--- src/logic/ecs_regs.svh ---
// Register indices, field positions, reset values and timing counts
`ifndef ECS_REGS_SVH
`define ECS_REGS_SVH

// ----------------------------------------
// Register indices (byte address = 4 * index)
// ----------------------------------------
`define ECS_IDX_DATA    4'h0
`define ECS_IDX_STATUS  4'h1
`define ECS_IDX_CTRL    4'h2
`define ECS_IDX_EADDR   4'h3
`define ECS_IDX_EDATA0  4'h4
`define ECS_IDX_EDATA3  4'h7
`define ECS_IDX_MODE    4'h8

// ----------------------------------------
// Field positions
// ----------------------------------------
`define ECS_CTRL_STROBE 0
`define ECS_CTRL_AUTOFD 1
`define ECS_CTRL_INIT   2
`define ECS_CTRL_SLCTIN 3
`define ECS_CTRL_DIR    5
`define ECS_STAT_TIMEOUT 0
`define ECS_MODE_E19    0

// ----------------------------------------
// Reset values
// ----------------------------------------
`define ECS_CTRL_RST    8'h00
`define ECS_DATA_RST    8'h00
`define ECS_MODE_RST    8'h01

// ----------------------------------------
// Timing
// ----------------------------------------
`define ECS_CLK_PERIOD_NS 5
`define ECS_TIMEOUT_NS    10000
`define ECS_WDOG_CYC ((`ECS_TIMEOUT_NS + `ECS_CLK_PERIOD_NS - 1) / `ECS_CLK_PERIOD_NS)

`endif

--- src/logic/ecs_pkg.sv ---
// Types shared by the sequencer modules
package ecs_pkg;

   typedef logic [7:0] ecs_byte_t;

   typedef enum logic [2:0] {
      ST_IDLE,
      ST_ACK,
      ST_HOLD19,
      ST_SET19,
      ST_STRB19,
      ST_STRB17,
      ST_ACK17
   } ecs_state_t;

   function automatic logic ecs_is_epp_port(input logic [3:0] idx);
      return (idx >= 4'h3) && (idx <= 4'h7);
   endfunction : ecs_is_epp_port

endpackage : ecs_pkg

--- src/logic/ecs_ctl_if.sv ---
// Links between sequencer, register file and watchdog
`timescale 1ns/100ps
interface ecs_ctl_if;
   import ecs_pkg::*;

   logic       wr_en;
   logic [3:0] wr_index;
   ecs_byte_t  wr_data;
   logic       set_timeout;
   ecs_byte_t  ctrl;
   ecs_byte_t  spp_data;
   ecs_byte_t  mode;
   logic       timeout_status;
   logic       wd_run;
   logic       wd_expired;

   modport seq (
      output wr_en, wr_index, wr_data, set_timeout, wd_run,
      input  ctrl, spp_data, mode, timeout_status, wd_expired
   );
   modport regs (
      input  wr_en, wr_index, wr_data, set_timeout,
      output ctrl, spp_data, mode, timeout_status
   );
   modport wdog (
      input  wd_run,
      output wd_expired
   );
endinterface : ecs_ctl_if

--- src/logic/ecs_cycle_sequencer.sv ---
// EPP cycle sequencer with Avalon-MM register slave
//
// Functional notes
// - 1.9: hold host wait at cycle start until completion is certain.
// - 1.9: if wait line idle high, wait for it low before acting.
// - 1.9 write: drive byte, direction low, write line low, then strobe.
// - 1.9 write: after wait high, drop strobe, keep byte, release host.
// - 1.9 read: float bus, write line high, strobe with direction high.
// - 1.9 read: on wait high capture byte, drop strobe, return, release.
// - Outside cycles, pins follow control register and direction bit.
// - 1.7: over 10 us host strobe aborts cycle, sets timeout status.
// - 1.7: host held waiting only while wait line is low.
// - 1.7: direction bit high floats bus, releases write line; low asserts.
// - 1.7 write: drive byte, strobe; drop strobe at host release.
// - 1.7 read: strobe after host read starts, drop at host release.
// - Address strobe for address port, data strobe for data ports.
// - Direction output low for output, high only for input or reads.
// - Strobe bit overrides bus drive, direction and write line in cycle; 1.9 writes need direction low.
// - Interrupt input passed through uninverted, active high.
// - 1.9: over 10 us to wait release aborts cycle, sets timeout.
// - Timeout bit clears on reset or write of one.
// - Strobe control bit in a cycle forces write direction, write line.
`timescale 1ns/100ps
`include "ecs_regs.svh"
module ecs_cycle_sequencer
   import ecs_pkg::*;
(
   // Clock and reset
   input  wire logic        clk,
   input  wire logic        reset_n,
   // Avalon-MM slave
   input  wire logic [5:0]  avs_address,
   input  wire logic        avs_read,
   input  wire logic        avs_write,
   input  wire logic [3:0]  avs_byteenable,
   input  wire logic [31:0] avs_writedata,
   output logic      [31:0] avs_readdata,
   output logic             avs_waitrequest,
   // Cable data bus
   input  wire logic [7:0]  cable_data_in,
   output logic      [7:0]  cable_data_out,
   output logic             cable_data_oe,
   output logic             cable_direction_out,
   // Cable control and status
   output logic             write_line_n,
   output logic             data_strobe_n,
   output logic             address_strobe_n,
   output logic             init_n,
   input  wire logic        peripheral_wait_n,
   input  wire logic        peripheral_interrupt_in,
   output logic             interrupt_out
);

   // ----------------------------------------
   // Submodules
   // ----------------------------------------
   ecs_ctl_if ctl ();

   ecs_regfile u_regs (
      .clk     (clk),
      .reset_n (reset_n),
      .ctl     (ctl.regs)
   );

   ecs_watchdog u_wdog (
      .clk     (clk),
      .reset_n (reset_n),
      .ctl     (ctl.wdog)
   );

   // ----------------------------------------
   // Sequencer state
   // ----------------------------------------
   ecs_state_t state;
   ecs_state_t next_state;
   logic       cyc_read;
   logic       next_cyc_read;
   logic       cyc_addr;
   logic       next_cyc_addr;
   logic       cyc_epp;
   logic       next_cyc_epp;
   ecs_byte_t  out_byte;
   ecs_byte_t  next_out_byte;
   ecs_byte_t  rd_byte;
   ecs_byte_t  next_rd_byte;
   logic       timeout_hit;

   logic [3:0] req_index;
   logic       e19;
   logic       dir_ctl;

   assign req_index = avs_address[5:2];
   assign e19       = ctl.mode[`ECS_MODE_E19];
   assign dir_ctl   = ctl.ctrl[`ECS_CTRL_DIR];

   // Register writes land on the edge that completes the transfer
   assign ctl.wr_en       = avs_write && !avs_waitrequest && avs_byteenable[0];
   assign ctl.wr_index    = req_index;
   assign ctl.wr_data     = avs_writedata[7:0];
   assign ctl.set_timeout = timeout_hit;
   assign ctl.wd_run      = (state == ST_HOLD19) || (state == ST_SET19) ||
                            (state == ST_STRB19) || (state == ST_STRB17);

   always_comb begin
      next_state    = state;
      next_cyc_read = cyc_read;
      next_cyc_addr = cyc_addr;
      next_cyc_epp  = cyc_epp;
      next_out_byte = out_byte;
      next_rd_byte  = rd_byte;
      timeout_hit   = 1'b0;
      unique case (state)
         ST_IDLE: begin
            next_cyc_epp = 1'b0;
            if (avs_read || avs_write) begin
               if (ecs_is_epp_port(req_index)) begin
                  next_cyc_epp  = 1'b1;
                  next_cyc_addr = (req_index == `ECS_IDX_EADDR);
                  next_out_byte = avs_writedata[7:0];
                  if (e19) begin
                     next_cyc_read = avs_read || dir_ctl;
                     next_state    = ST_HOLD19;
                  end else begin
                     next_cyc_read = avs_read;
                     next_state    = ST_STRB17;
                  end
               end else begin
                  next_state = ST_ACK;
               end
            end
         end
         ST_HOLD19: begin
            if (ctl.wd_expired) begin
               timeout_hit = 1'b1;
               next_state  = ST_ACK;
            end else if (!peripheral_wait_n) begin
               next_state = ST_SET19;
            end
         end
         ST_SET19: begin
            if (ctl.wd_expired) begin
               timeout_hit = 1'b1;
               next_state  = ST_ACK;
            end else begin
               next_state = ST_STRB19;
            end
         end
         ST_STRB19: begin
            if (ctl.wd_expired) begin
               timeout_hit = 1'b1;
               next_state  = ST_ACK;
            end else if (peripheral_wait_n) begin
               next_rd_byte = cable_data_in;
               next_state   = ST_ACK;
            end
         end
         ST_STRB17: begin
            if (ctl.wd_expired) begin
               timeout_hit = 1'b1;
               next_state  = ST_ACK;
            end else if (peripheral_wait_n) begin
               next_rd_byte = cable_data_in;
               next_state   = ST_ACK17;
            end
         end
         ST_ACK: begin
            next_state = ST_IDLE;
         end
         ST_ACK17: begin
            next_state = ST_IDLE;
         end
         default: begin
            next_state = ST_IDLE;
         end
      endcase
   end

   always_ff @(posedge clk or negedge reset_n) begin
      if (!reset_n) begin
         state    <= ST_IDLE;
         cyc_read <= 1'b0;
         cyc_addr <= 1'b0;
         cyc_epp  <= 1'b0;
         out_byte <= 8'h00;
         rd_byte  <= 8'h00;
      end else begin
         state    <= next_state;
         cyc_read <= next_cyc_read;
         cyc_addr <= next_cyc_addr;
         cyc_epp  <= next_cyc_epp;
         out_byte <= next_out_byte;
         rd_byte  <= next_rd_byte;
      end
   end

   // ----------------------------------------
   // Pin and bus outputs
   // ----------------------------------------
   logic        next_waitrequest;
   logic [31:0] next_readdata;
   ecs_byte_t   next_data_out;
   logic        next_data_oe;
   logic        next_direction;
   logic        next_write_n;
   logic        next_dstb_n;
   logic        next_astb_n;
   logic        in_cycle;
   logic        strobe_on;
   logic        drive_out;

   always_comb begin
      in_cycle  = next_cyc_epp && (next_state != ST_IDLE) && (next_state != ST_HOLD19);
      strobe_on = (next_state == ST_STRB19) || (next_state == ST_STRB17) ||
                  (next_state == ST_ACK17);
      next_waitrequest = !((next_state == ST_ACK) || (next_state == ST_ACK17));
      next_readdata    = avs_readdata;
      if (!next_waitrequest) begin
         case (req_index)
            `ECS_IDX_DATA:   next_readdata = {24'h000000, dir_ctl ? cable_data_in : ctl.spp_data};
            `ECS_IDX_STATUS: next_readdata = {31'h00000000, ctl.timeout_status};
            `ECS_IDX_CTRL:   next_readdata = {26'h0000000, ctl.ctrl[5:0]};
            `ECS_IDX_MODE:   next_readdata = {24'h000000, ctl.mode};
            default: begin
               if (ecs_is_epp_port(req_index)) begin
                  next_readdata = {24'h000000, next_rd_byte};
               end else begin
                  next_readdata = 32'h00000000;
               end
            end
         endcase
      end
      if (in_cycle) begin
         // Strobe control bit forces write direction during a cycle
         if (e19) begin
            drive_out    = !cyc_read || ctl.ctrl[`ECS_CTRL_STROBE];
            next_write_n = !drive_out;
         end else begin
            drive_out    = !dir_ctl || ctl.ctrl[`ECS_CTRL_STROBE];
            next_write_n = !drive_out;
         end
         next_data_out  = next_out_byte;
         next_data_oe   = drive_out;
         next_direction = !drive_out;
         next_dstb_n    = !(strobe_on && !next_cyc_addr);
         next_astb_n    = !(strobe_on && next_cyc_addr);
      end else begin
         // Idle port follows control and data registers
         drive_out      = !dir_ctl;
         next_data_out  = ctl.spp_data;
         next_data_oe   = drive_out;
         next_direction = dir_ctl;
         if (e19) begin
            next_write_n = !ctl.ctrl[`ECS_CTRL_STROBE];
         end else begin
            // Cleared direction bit asserts the write line
            next_write_n = dir_ctl && !ctl.ctrl[`ECS_CTRL_STROBE];
         end
         next_dstb_n = !ctl.ctrl[`ECS_CTRL_AUTOFD];
         next_astb_n = !ctl.ctrl[`ECS_CTRL_SLCTIN];
      end
   end

   always_ff @(posedge clk or negedge reset_n) begin
      if (!reset_n) begin
         avs_readdata        <= 32'h00000000;
         avs_waitrequest     <= 1'b1;
         cable_data_out      <= 8'h00;
         cable_data_oe       <= 1'b1;
         cable_direction_out <= 1'b0;
         write_line_n        <= 1'b1;
         data_strobe_n       <= 1'b1;
         address_strobe_n    <= 1'b1;
         init_n              <= 1'b0;
         interrupt_out       <= 1'b0;
      end else begin
         avs_readdata        <= next_readdata;
         avs_waitrequest     <= next_waitrequest;
         cable_data_out      <= next_data_out;
         cable_data_oe       <= next_data_oe;
         cable_direction_out <= next_direction;
         write_line_n        <= next_write_n;
         data_strobe_n       <= next_dstb_n;
         address_strobe_n    <= next_astb_n;
         init_n              <= ctl.ctrl[`ECS_CTRL_INIT];
         interrupt_out       <= peripheral_interrupt_in;
      end
   end

endmodule : ecs_cycle_sequencer

--- src/logic/ecs_regfile.sv ---
// Software registers: port data, control, mode and timeout status
`timescale 1ns/100ps
`include "ecs_regs.svh"
module ecs_regfile
   import ecs_pkg::*;
(
   // Clock and reset
   input  wire logic clk,
   input  wire logic reset_n,
   // Control link
   ecs_ctl_if.regs   ctl
);
   ecs_byte_t ctrl;
   ecs_byte_t spp_data;
   ecs_byte_t mode;
   logic      tmo;
   ecs_byte_t next_ctrl;
   ecs_byte_t next_spp_data;
   ecs_byte_t next_mode;
   logic      next_tmo;

   always_comb begin
      next_ctrl     = ctrl;
      next_spp_data = spp_data;
      next_mode     = mode;
      next_tmo      = tmo;
      if (ctl.wr_en) begin
         case (ctl.wr_index)
            `ECS_IDX_DATA:   next_spp_data = ctl.wr_data;
            `ECS_IDX_CTRL:   next_ctrl = {2'b00, ctl.wr_data[5:0]};
            `ECS_IDX_MODE:   next_mode = {7'h00, ctl.wr_data[`ECS_MODE_E19]};
            `ECS_IDX_STATUS: begin
               if (ctl.wr_data[`ECS_STAT_TIMEOUT]) begin
                  next_tmo = 1'b0;
               end
            end
            default: ;
         endcase
      end
      // Setting wins over a clear in the same cycle
      if (ctl.set_timeout) begin
         next_tmo = 1'b1;
      end
   end

   always_ff @(posedge clk or negedge reset_n) begin
      if (!reset_n) begin
         ctrl     <= `ECS_CTRL_RST;
         spp_data <= `ECS_DATA_RST;
         mode     <= `ECS_MODE_RST;
         tmo      <= 1'b0;
      end else begin
         ctrl     <= next_ctrl;
         spp_data <= next_spp_data;
         mode     <= next_mode;
         tmo      <= next_tmo;
      end
   end

   assign ctl.ctrl           = ctrl;
   assign ctl.spp_data       = spp_data;
   assign ctl.mode           = mode;
   assign ctl.timeout_status = tmo;

endmodule : ecs_regfile

--- src/logic/ecs_watchdog.sv ---
// Cycle watchdog: flags an EPP cycle that runs too long
`timescale 1ns/100ps
`include "ecs_regs.svh"
module ecs_watchdog
   import ecs_pkg::*;
(
   // Clock and reset
   input  wire logic clk,
   input  wire logic reset_n,
   // Control link
   ecs_ctl_if.wdog   ctl
);
   localparam logic [10:0] WD_LAST = 11'(`ECS_WDOG_CYC - 1);

   logic [10:0] count;
   logic [10:0] next_count;
   logic        expired;
   logic        next_expired;

   always_comb begin
      next_count   = 11'h000;
      next_expired = 1'b0;
      if (ctl.wd_run) begin
         next_expired = expired || (count >= WD_LAST);
         next_count   = (count >= WD_LAST) ? count : count + 11'h001;
      end
   end

   always_ff @(posedge clk or negedge reset_n) begin
      if (!reset_n) begin
         count   <= 11'h000;
         expired <= 1'b0;
      end else begin
         count   <= next_count;
         expired <= next_expired;
      end
   end

   assign ctl.wd_expired = expired;

endmodule : ecs_watchdog
--- config.mk ---
export PLATFORM = sky130hd
export DESIGN_NAME = ecs_cycle_sequencer
export DESIGN_NICKNAME = d
export VERILOG_FILES = /design/src/logic/ecs_pkg.sv /design/src/logic/ecs_ctl_if.sv /design/src/logic/ecs_cycle_sequencer.sv /design/src/logic/ecs_regfile.sv /design/src/logic/ecs_watchdog.sv
export VERILOG_INCLUDE_DIRS = /design/src /design/src/logic
export SDC_FILE = /design/constraint.sdc
export NUM_CORES = 1
export LEC_CHECK = 0
export ABC_AREA = 1
export ABC_CLOCK_PERIOD_IN_PS = 1400
export BUFFER_PORTS_ARGS = -buffer_cell sky130_fd_sc_hd__buf_4
export CELL_PAD_IN_SITES_DETAIL_PLACEMENT = 0
export CELL_PAD_IN_SITES_GLOBAL_PLACEMENT = 1
export CORE_UTILIZATION = 34
export DETAILED_ROUTE_END_ITERATION = 12
export GPL_ROUTABILITY_DRIVEN = 1
export GPL_TIMING_DRIVEN = 0
export PLACE_DENSITY = 0.74
export SETUP_SLACK_MARGIN = 0.2
export SKIP_CTS_REPAIR_TIMING = 1
export SLEW_MARGIN = 20
export SYNTH_ARGS = -nofsm -noshare
export SYNTH_HDL_FRONTEND = slang
export SYNTH_SLANG_ARGS = --single-unit
--- constraint.sdc ---
create_clock -name clk -period 1.4 [get_ports clk]
set_input_delay 0.21 -clock clk [delete_from_list [all_inputs] [get_ports clk]]
set_output_delay 0.21 -clock clk [all_outputs]
set_load 0.1 [all_outputs]
# After elaboration in Yosys (flattened, before gate mapping)

Cells that the tools add are included.

Equal/unequal tests: 14
Reduce and logical (&&, ||, !) cells: 45
Add/subtract/negate cells: 1
Multiplexer cells: 46
Magnitude comparators: 3

Operators by type and width:

| operator                                                          | number |
|---|---|
| 2-to-1 mux 8 bit                                                  | 9 |
| case mux 8 bit (4 select lines)                                   | 1 |
| 2-to-1 mux 3 bit                                                  | 10 |
| 2-to-1 mux 1 bit                                                  | 23 |
| 2-to-1 mux 11 bit                                                 | 2 |
| == test 3 bit, second input constant                              | 5 |
| case mux 3 bit (5 select lines)                                   | 1 |
| logical NOT 1 bit                                                 | 13 |
| adder 11 x 1 -> 11 bit, second input constant                     | 1 |
| greater-or-equal comparator 11 bit, second input constant         | 1 |
| logical OR 1 bit                                                  | 11 |
| == test 4 x 2 -> 1 bit, second input constant                     | 2 |
| logical AND 1 bit                                                 | 8 |
| == test 3 x 2 -> 1 bit, second input constant                     | 2 |
| AND reduction 2 bit                                               | 3 |
| AND reduction 3 bit                                               | 2 |
| nonzero test 2 bit                                                | 3 |
| == test 4 x 1 -> 1 bit, second input constant                     | 1 |
| == test 4 bit, second input constant                              | 1 |
| greater-or-equal comparator 4 x 2 -> 1 bit, second input constant | 1 |
| <= comparator 4 x 3 -> 1 bit, second input constant               | 1 |
| logical NOT 4 bit                                                 | 1 |
| OR reduction 4 bit                                                | 1 |
| == test 3 x 1 -> 1 bit, second input constant                     | 1 |
| 5 further kinds                                                   | 5 |

Flip-flop bits (word level): 98
Input port bits: 56
Word-level logic and storage cells: 131

# Depth between registers and ports, before layout

Word-level depth: 11
Depth in mapped cells: 12
Depth with buffers taken out: 11

# By module

A second synthesis with hierarchy kept.

Cells, all modules: 497
Area, all modules: 4,040.1 um2

By module, submodules not included:

| module              | area each (um2) | cells an instance | times used | seq. area each (um2) |
|---|---|---|---|---|
| ecs_cycle_sequencer | 2,523.7         | 313               | 1          | 1,157.4 |
| ecs_regfile         | 817.0           | 91                | 1          | 401.6 |
| ecs_watchdog        | 699.4           | 93                | 1          | 300.3 |

# Worst setup path before layout

Ideal clock, no wire load.

Path kind: flip-flop to flip-flop
Start: register avs_waitrequest
End: register u_regs.spp_data[6], in the netlist u_regs.ctl.spp_data[6]
Data arrival time: 1.406 ns
Setup slack: -0.127 ns
Setup time: 0.121 ns
Clock period less this slack: 1.527 ns
Stages on the path, launching flop included: 7
Cells stage by stage: dfstp_2 nor2_1 inv_1 nor2_4 buf_4 nand2_1 o21ai_1

Cells in the longest elaborated chain, start to end: 4

RTL lines:

| element                              | RTL line                   | RTL |
|---|---|---|
| from (decl)                          | ecs_cycle_sequencer.sv:38  | `output logic avs_waitrequest,` |
| from (signal assigned)               | ecs_cycle_sequencer.sv:277 | `avs_waitrequest <= next_waitrequest;` |
| logical NOT 1 bit                    | ecs_cycle_sequencer.sv:97  | `assign ctl.wr_en = avs_write && !avs_waitrequest && avs_byteenable[0];` |
| logical AND 1 bit (2 in series)      | ecs_cycle_sequencer.sv:97  |  |
| AND reduction 2 bit (no source line) | -                          |  |
| to (signal assigned)                 | ecs_regfile.sv:49          | `` spp_data <= `ECS_DATA_RST; `` |
| to (signal assigned)                 | ecs_regfile.sv:54          | `spp_data <= next_spp_data;` |
| to (decl)                            | ecs_regfile.sv:14          | `ecs_byte_t spp_data;` |

Every way passes these cells.
A chain may end at the register's enable or synchronous reset.

# Worst setup path in the final report

Start: register state[0]
End: register cable_data_out[1]

Elaborated cells between the ends (all ways): 20

RTL lines:

| element                               | RTL line                   | RTL |
|---|---|---|
| from (decl)                           | ecs_cycle_sequencer.sv:74  | `ecs_state_t state;` |
| from (signal assigned)                | ecs_cycle_sequencer.sv:187 | `state <= next_state;` |
| == test 3 bit (tied with other cells) | ecs_cycle_sequencer.sv:112 | `unique case (state)` |
| case mux 3 bit (5 select lines) (*)   | ecs_cycle_sequencer.sv:112 |  |
| net next_state[2]                     | ecs_cycle_sequencer.sv:75  | `ecs_state_t next_state;` |
| nonzero test 3 bit                    | ecs_cycle_sequencer.sv:212 | `in_cycle = next_cyc_epp && (next_state != ST_IDLE) && (next_state != ST_HOLD19);` |
| logical AND 1 bit                     | ecs_cycle_sequencer.sv:212 |  |
| logical AND 1 bit (*)                 | ecs_cycle_sequencer.sv:212 |  |
| 2-to-1 mux 8 bit (*)                  | ecs_cycle_sequencer.sv:232 | `if (in_cycle) begin` |
| net next_data_out[1]                  | ecs_cycle_sequencer.sv:201 | `ecs_byte_t next_data_out;` |
| to (signal assigned)                  | ecs_cycle_sequencer.sv:278 | `cable_data_out <= next_data_out;` |
| to (decl)                             | ecs_cycle_sequencer.sv:41  | `output logic [7:0] cable_data_out,` |

The timed path passes the listed nets; every way through them passes the cells marked *.

==> impl_metrics.py <==
metrics = {
    "worst_setup_path": {
        "cp_slowest_cell": "dfrtp_2",
        "critical_path_class": "flip-flop to flip-flop",
        "critPathMaxFanout": 5,
        "r2r_end": "cable_data_out[1]$_DFF_PN0_",
        "path_cells": "inv_2 > nand3_4 > nor2_4 > nand3_2 > nand2_4 > inv_4 > nand2_4 > nand2_4 > clkbuf_16 > nand2_2 > nand2_1",
        "worstPathArrival_ns": 1.84,
        "crit-reg2reg-launch": "state[0]$_DFF_PN0_",
        "worst_path_most_repeated_cell": "nand2_4",
        "required_ns": 1.65,
        "reg2reg_depth": 11,
        "rrSetupSlack_ns": -0.20,
        "cpPeakStageDelay_ns": 0.45,
        "critPathLaunchType": "flip-flop",
        "critical_path.endpoint_type": "flip-flop",
    },
    "logic_synthesis": {
        "yosysTopAreaCellShare_pct": 45.6,
        "synthArstFlopShare_pct": 100,
        "netlist-cell-type-count": 31,
        "yosysSeqAreaShare_pct": 49.8,
        "ys_seq_elements": 74,
        "synthCells": 461,
        "post-synth-top-count-cell": "nand2_1",
        "yosysWarnings": 0,
        "synth_area_leader_cell": "dfrtp_1",
        "synth-main-ff-cell": "dfrtp_1",
        "synth_common_cells": "nand2_1 (145), dfrtp_1 (68), nand3_1 (52)",
        "syn_avg_cell_area_um2": 8.10,
        "ys_top_cells_by_area": "dfrtp_1 (46%), nand2_1 (15%), nand3_1 (7.0%), buf_4 (5.2%), dfstp_2 (4.2%)",
        "syn-cell-area_mm2": 0.00373,
        "synth_edf_count": 0,
    },
    "global_route": {
        "grtUsageMet1_pct": 23.5,
        "antenna_found_initial": 0,
        "grt-ovfl-total": 0,
        "met3_usage_pct": 3.65,
        "grtUsageTotal_pct": 17.5,
        "grt_first_pass_wirelength_um": 15600,
        "grt_max_degree": 75,
        "grt-busiest-layer": "met2",
        "grt_pass1_vias": 3186,
        "met2_usage_pct": 28.3,
    },
    "sta": {
        "finalCritPeriodShare_pct": 114,
        "max_freq_mhz": 625,
        "rsz0062_at_grt": "yes",
        "slew_viol_final": 0,
        "finalHoldViolCount": 2,
        "relSlewSlack_pct": 37.1,
        "setup_ws_ns": -0.199,
        "worst_pin_slew_ns": 0.943,
        "fin_crit_ns": 1.60,
        "setup_viol": 32,
        "finClkSkew_ns": 0.00876,
        "holdWs_ns": -0.0198,
    },
    "drt": {
        "ant_nets": 0,
        "via_per_inst": 4.64,
        "drt-total-wl_um": 9910,
        "wl_per_cell_um": 14.0,
        "vias": 3292,
        "dr.pass1.iters": 4,
        "drc": 0,
        "drt-initial-drc-count": 179,
    },
    "die": {
        "die_x_um": 107,
        "rows": 37,
        "coreArea_mm2": 0.0105,
        "dieHeight_um": 107,
        "io_pins": 104,
        "dieArea_mm2": 0.0114,
        "start_util_pct": 35.7,
    },
    "final_layout": {
        "areaGrowthSynthToFinish_pct": 47.9,
        "post_route_cells_drive_above_1_share_pct": 41.3,
        "antenna_cells": 0,
        "final_area_mm2": 0.00552,
        "nets": 626,
        "fill_cells": 1005,
        "post-route-util_pct": 52.8,
    },
    "clock_network": {
        "cts_buffer_depth": 2,
        "clk_pin_slew_worst_paths_ns": 0.08,
        "htreeDepth": 3,
        "numCtsBuffers": 9,
        "cts_tree": "done",
        "root_buffer": "clkbuf_8",
        "cts_sinks": 74,
        "insertion_delay_ns": 0.35,
    },
    "outcome": {
        "status": "complete, but fails checks",
        "violations": "negative hold slack, negative setup slack",
    },
    "placed_design": {
        "gp_congestion": 0.771,
        "dp_hpwl_um": 6670,
        "placed_cell_area_mm2": 0.00450,
        "numPortBuffers": 50,
    },
    "min_path": {
        "hold_path_class": "input pin to asynchronous set/reset pin",
    },
    "power_and_ir_drop": {
        "ir_worst_vdd_v": 0.000936,
        "pwr_density_cell_mw_per_mm2": 2290,
        "power.leakage_nw": 2.82,
    },
    "flow_run": {
        "drv_cap": 0,
    },
}
## cell usage in the layout, fill, tap and decap left out, types with 9 or more instances in the layout
master and count:
nand2_2 28, buf_6 17, a21oi_1 12, conb_1 24
nor2_4 12, o21ai_1 9, o21ai_0 9, inv_1 33
nand3_2 10, o21ai_2 9, buf_12 12, nor2_1 15
nand2_4 14, clkbuf_8 10, nand3_1 42, buf_4 66
nand2_1 117, dfrtp_1 64
## power breakdown
group | switching, mW | internal, mW | total [mW]
logic | 4.66 | 2.42 | 7.08
clock network | 0.850 | 1.24 | 2.09
registers | 0.525 | 2.96 | 3.48
total | 6.03 | 6.62 | 12.7
## per-layer routing
layer	vias to the layer above	wire length [µm]
met5	-	0
met4	0	133
met3	14	462
met2	76	4960
met1	1552	4360
li1	1650	-
## critical path, delay by kind of cell (launching register included)
kind	cells	cell delay [ns]
and+or+nand+nor	8	0.74
buffers and inverters	3	0.31
DFF	1	0.45
## kinds of logic (layout without fill, tap and decap cells)
kind of cell	count (synthesis)	in the layout	synth area share [%]
flops	74	74	49.8
xor+xnor	1	1	0.235
simple gates	255	255	30.8
other cells	1	24	0.100
compound gates	52	52	7.51
fa+ha+maj	1	1	0.335
buf+inv	77	167	11.3
## sequential cells by signal, summed over array words and instances, names as in the netlist
signal,flops
address_strobe_n,1
avs_readdata,8
avs_waitrequest,1
cable_data_oe,1
cable_data_out,8
cable_direction_out,1
cyc_addr,1
cyc_epp,1
cyc_read,1
data_strobe_n,1
init_n,1
interrupt_out,1
out_byte,8
rd_byte,8
state,3
u_regs.ctl.ctrl,6
u_regs.ctl.mode,1
u_regs.ctl.spp_data,8
u_regs.ctl.timeout_status,1
u_wdog.count,11
u_wdog.ctl.wd_expired,1
write_line_n,1
## area by class of cell
| type | count | area [µm²] | share of cell area (%) |
|---|---|---|---|
| Sequential cell | 74 | 1870 | 33.8 |
| Timing Repair Buffer | 74 | 836 | 15.1 |
| Buffer | 34 | 302 | 5.46 |
| Clock inverter | 6 | 113 | 2.04 |
| Clock buffer | 10 | 138 | 2.49 |
| Tap cell | 136 | 170 | 3.08 |
| Inverter | 43 | 166 | 3.01 |
| Multi-Input combinational cell | 333 | 1930 | 34.9 |
## through the flow
step | TNS [ns] | setup WS (ns) | instances | power [mW] | hold slack, ns
after floorplan | -0.225 | -0.0323 | 484 | 7.91 | -0.0856
after global placement | -4.83 | -0.243 | 670 | 9.03 | 0.320
after detailed placement | -5.59 | -0.264 | 670 | 9.10 | 0.320
after CTS | -4.52 | -0.270 | 686 | 11.2 | -0.0570
after global routing | -5.94 | -0.270 | 710 | 13.4 | 0.0669
final | -3.05 | -0.199 | 710 | 12.7 | -0.0198
## worst max path at each step
stage                             from                     endpoint
finish              state[0]$_DFF_PN0_  cable_data_out[1]$_DFF_PN0_
global route        state[1]$_DFF_PN0_  cable_data_out[0]$_DFF_PN0_
CTS                 state[0]$_DFF_PN0_  cable_data_out[5]$_DFF_PN0_
detailed placement  state[0]$_DFF_PN0_  cable_data_out[0]$_DFF_PN0_
global placement    state[0]$_DFF_PN0_  cable_data_out[0]$_DFF_PN0_
floorplan           state[1]$_DFF_PN0_  cable_data_out[2]$_DFF_PN0_
(Power assumes the default switching activity.)
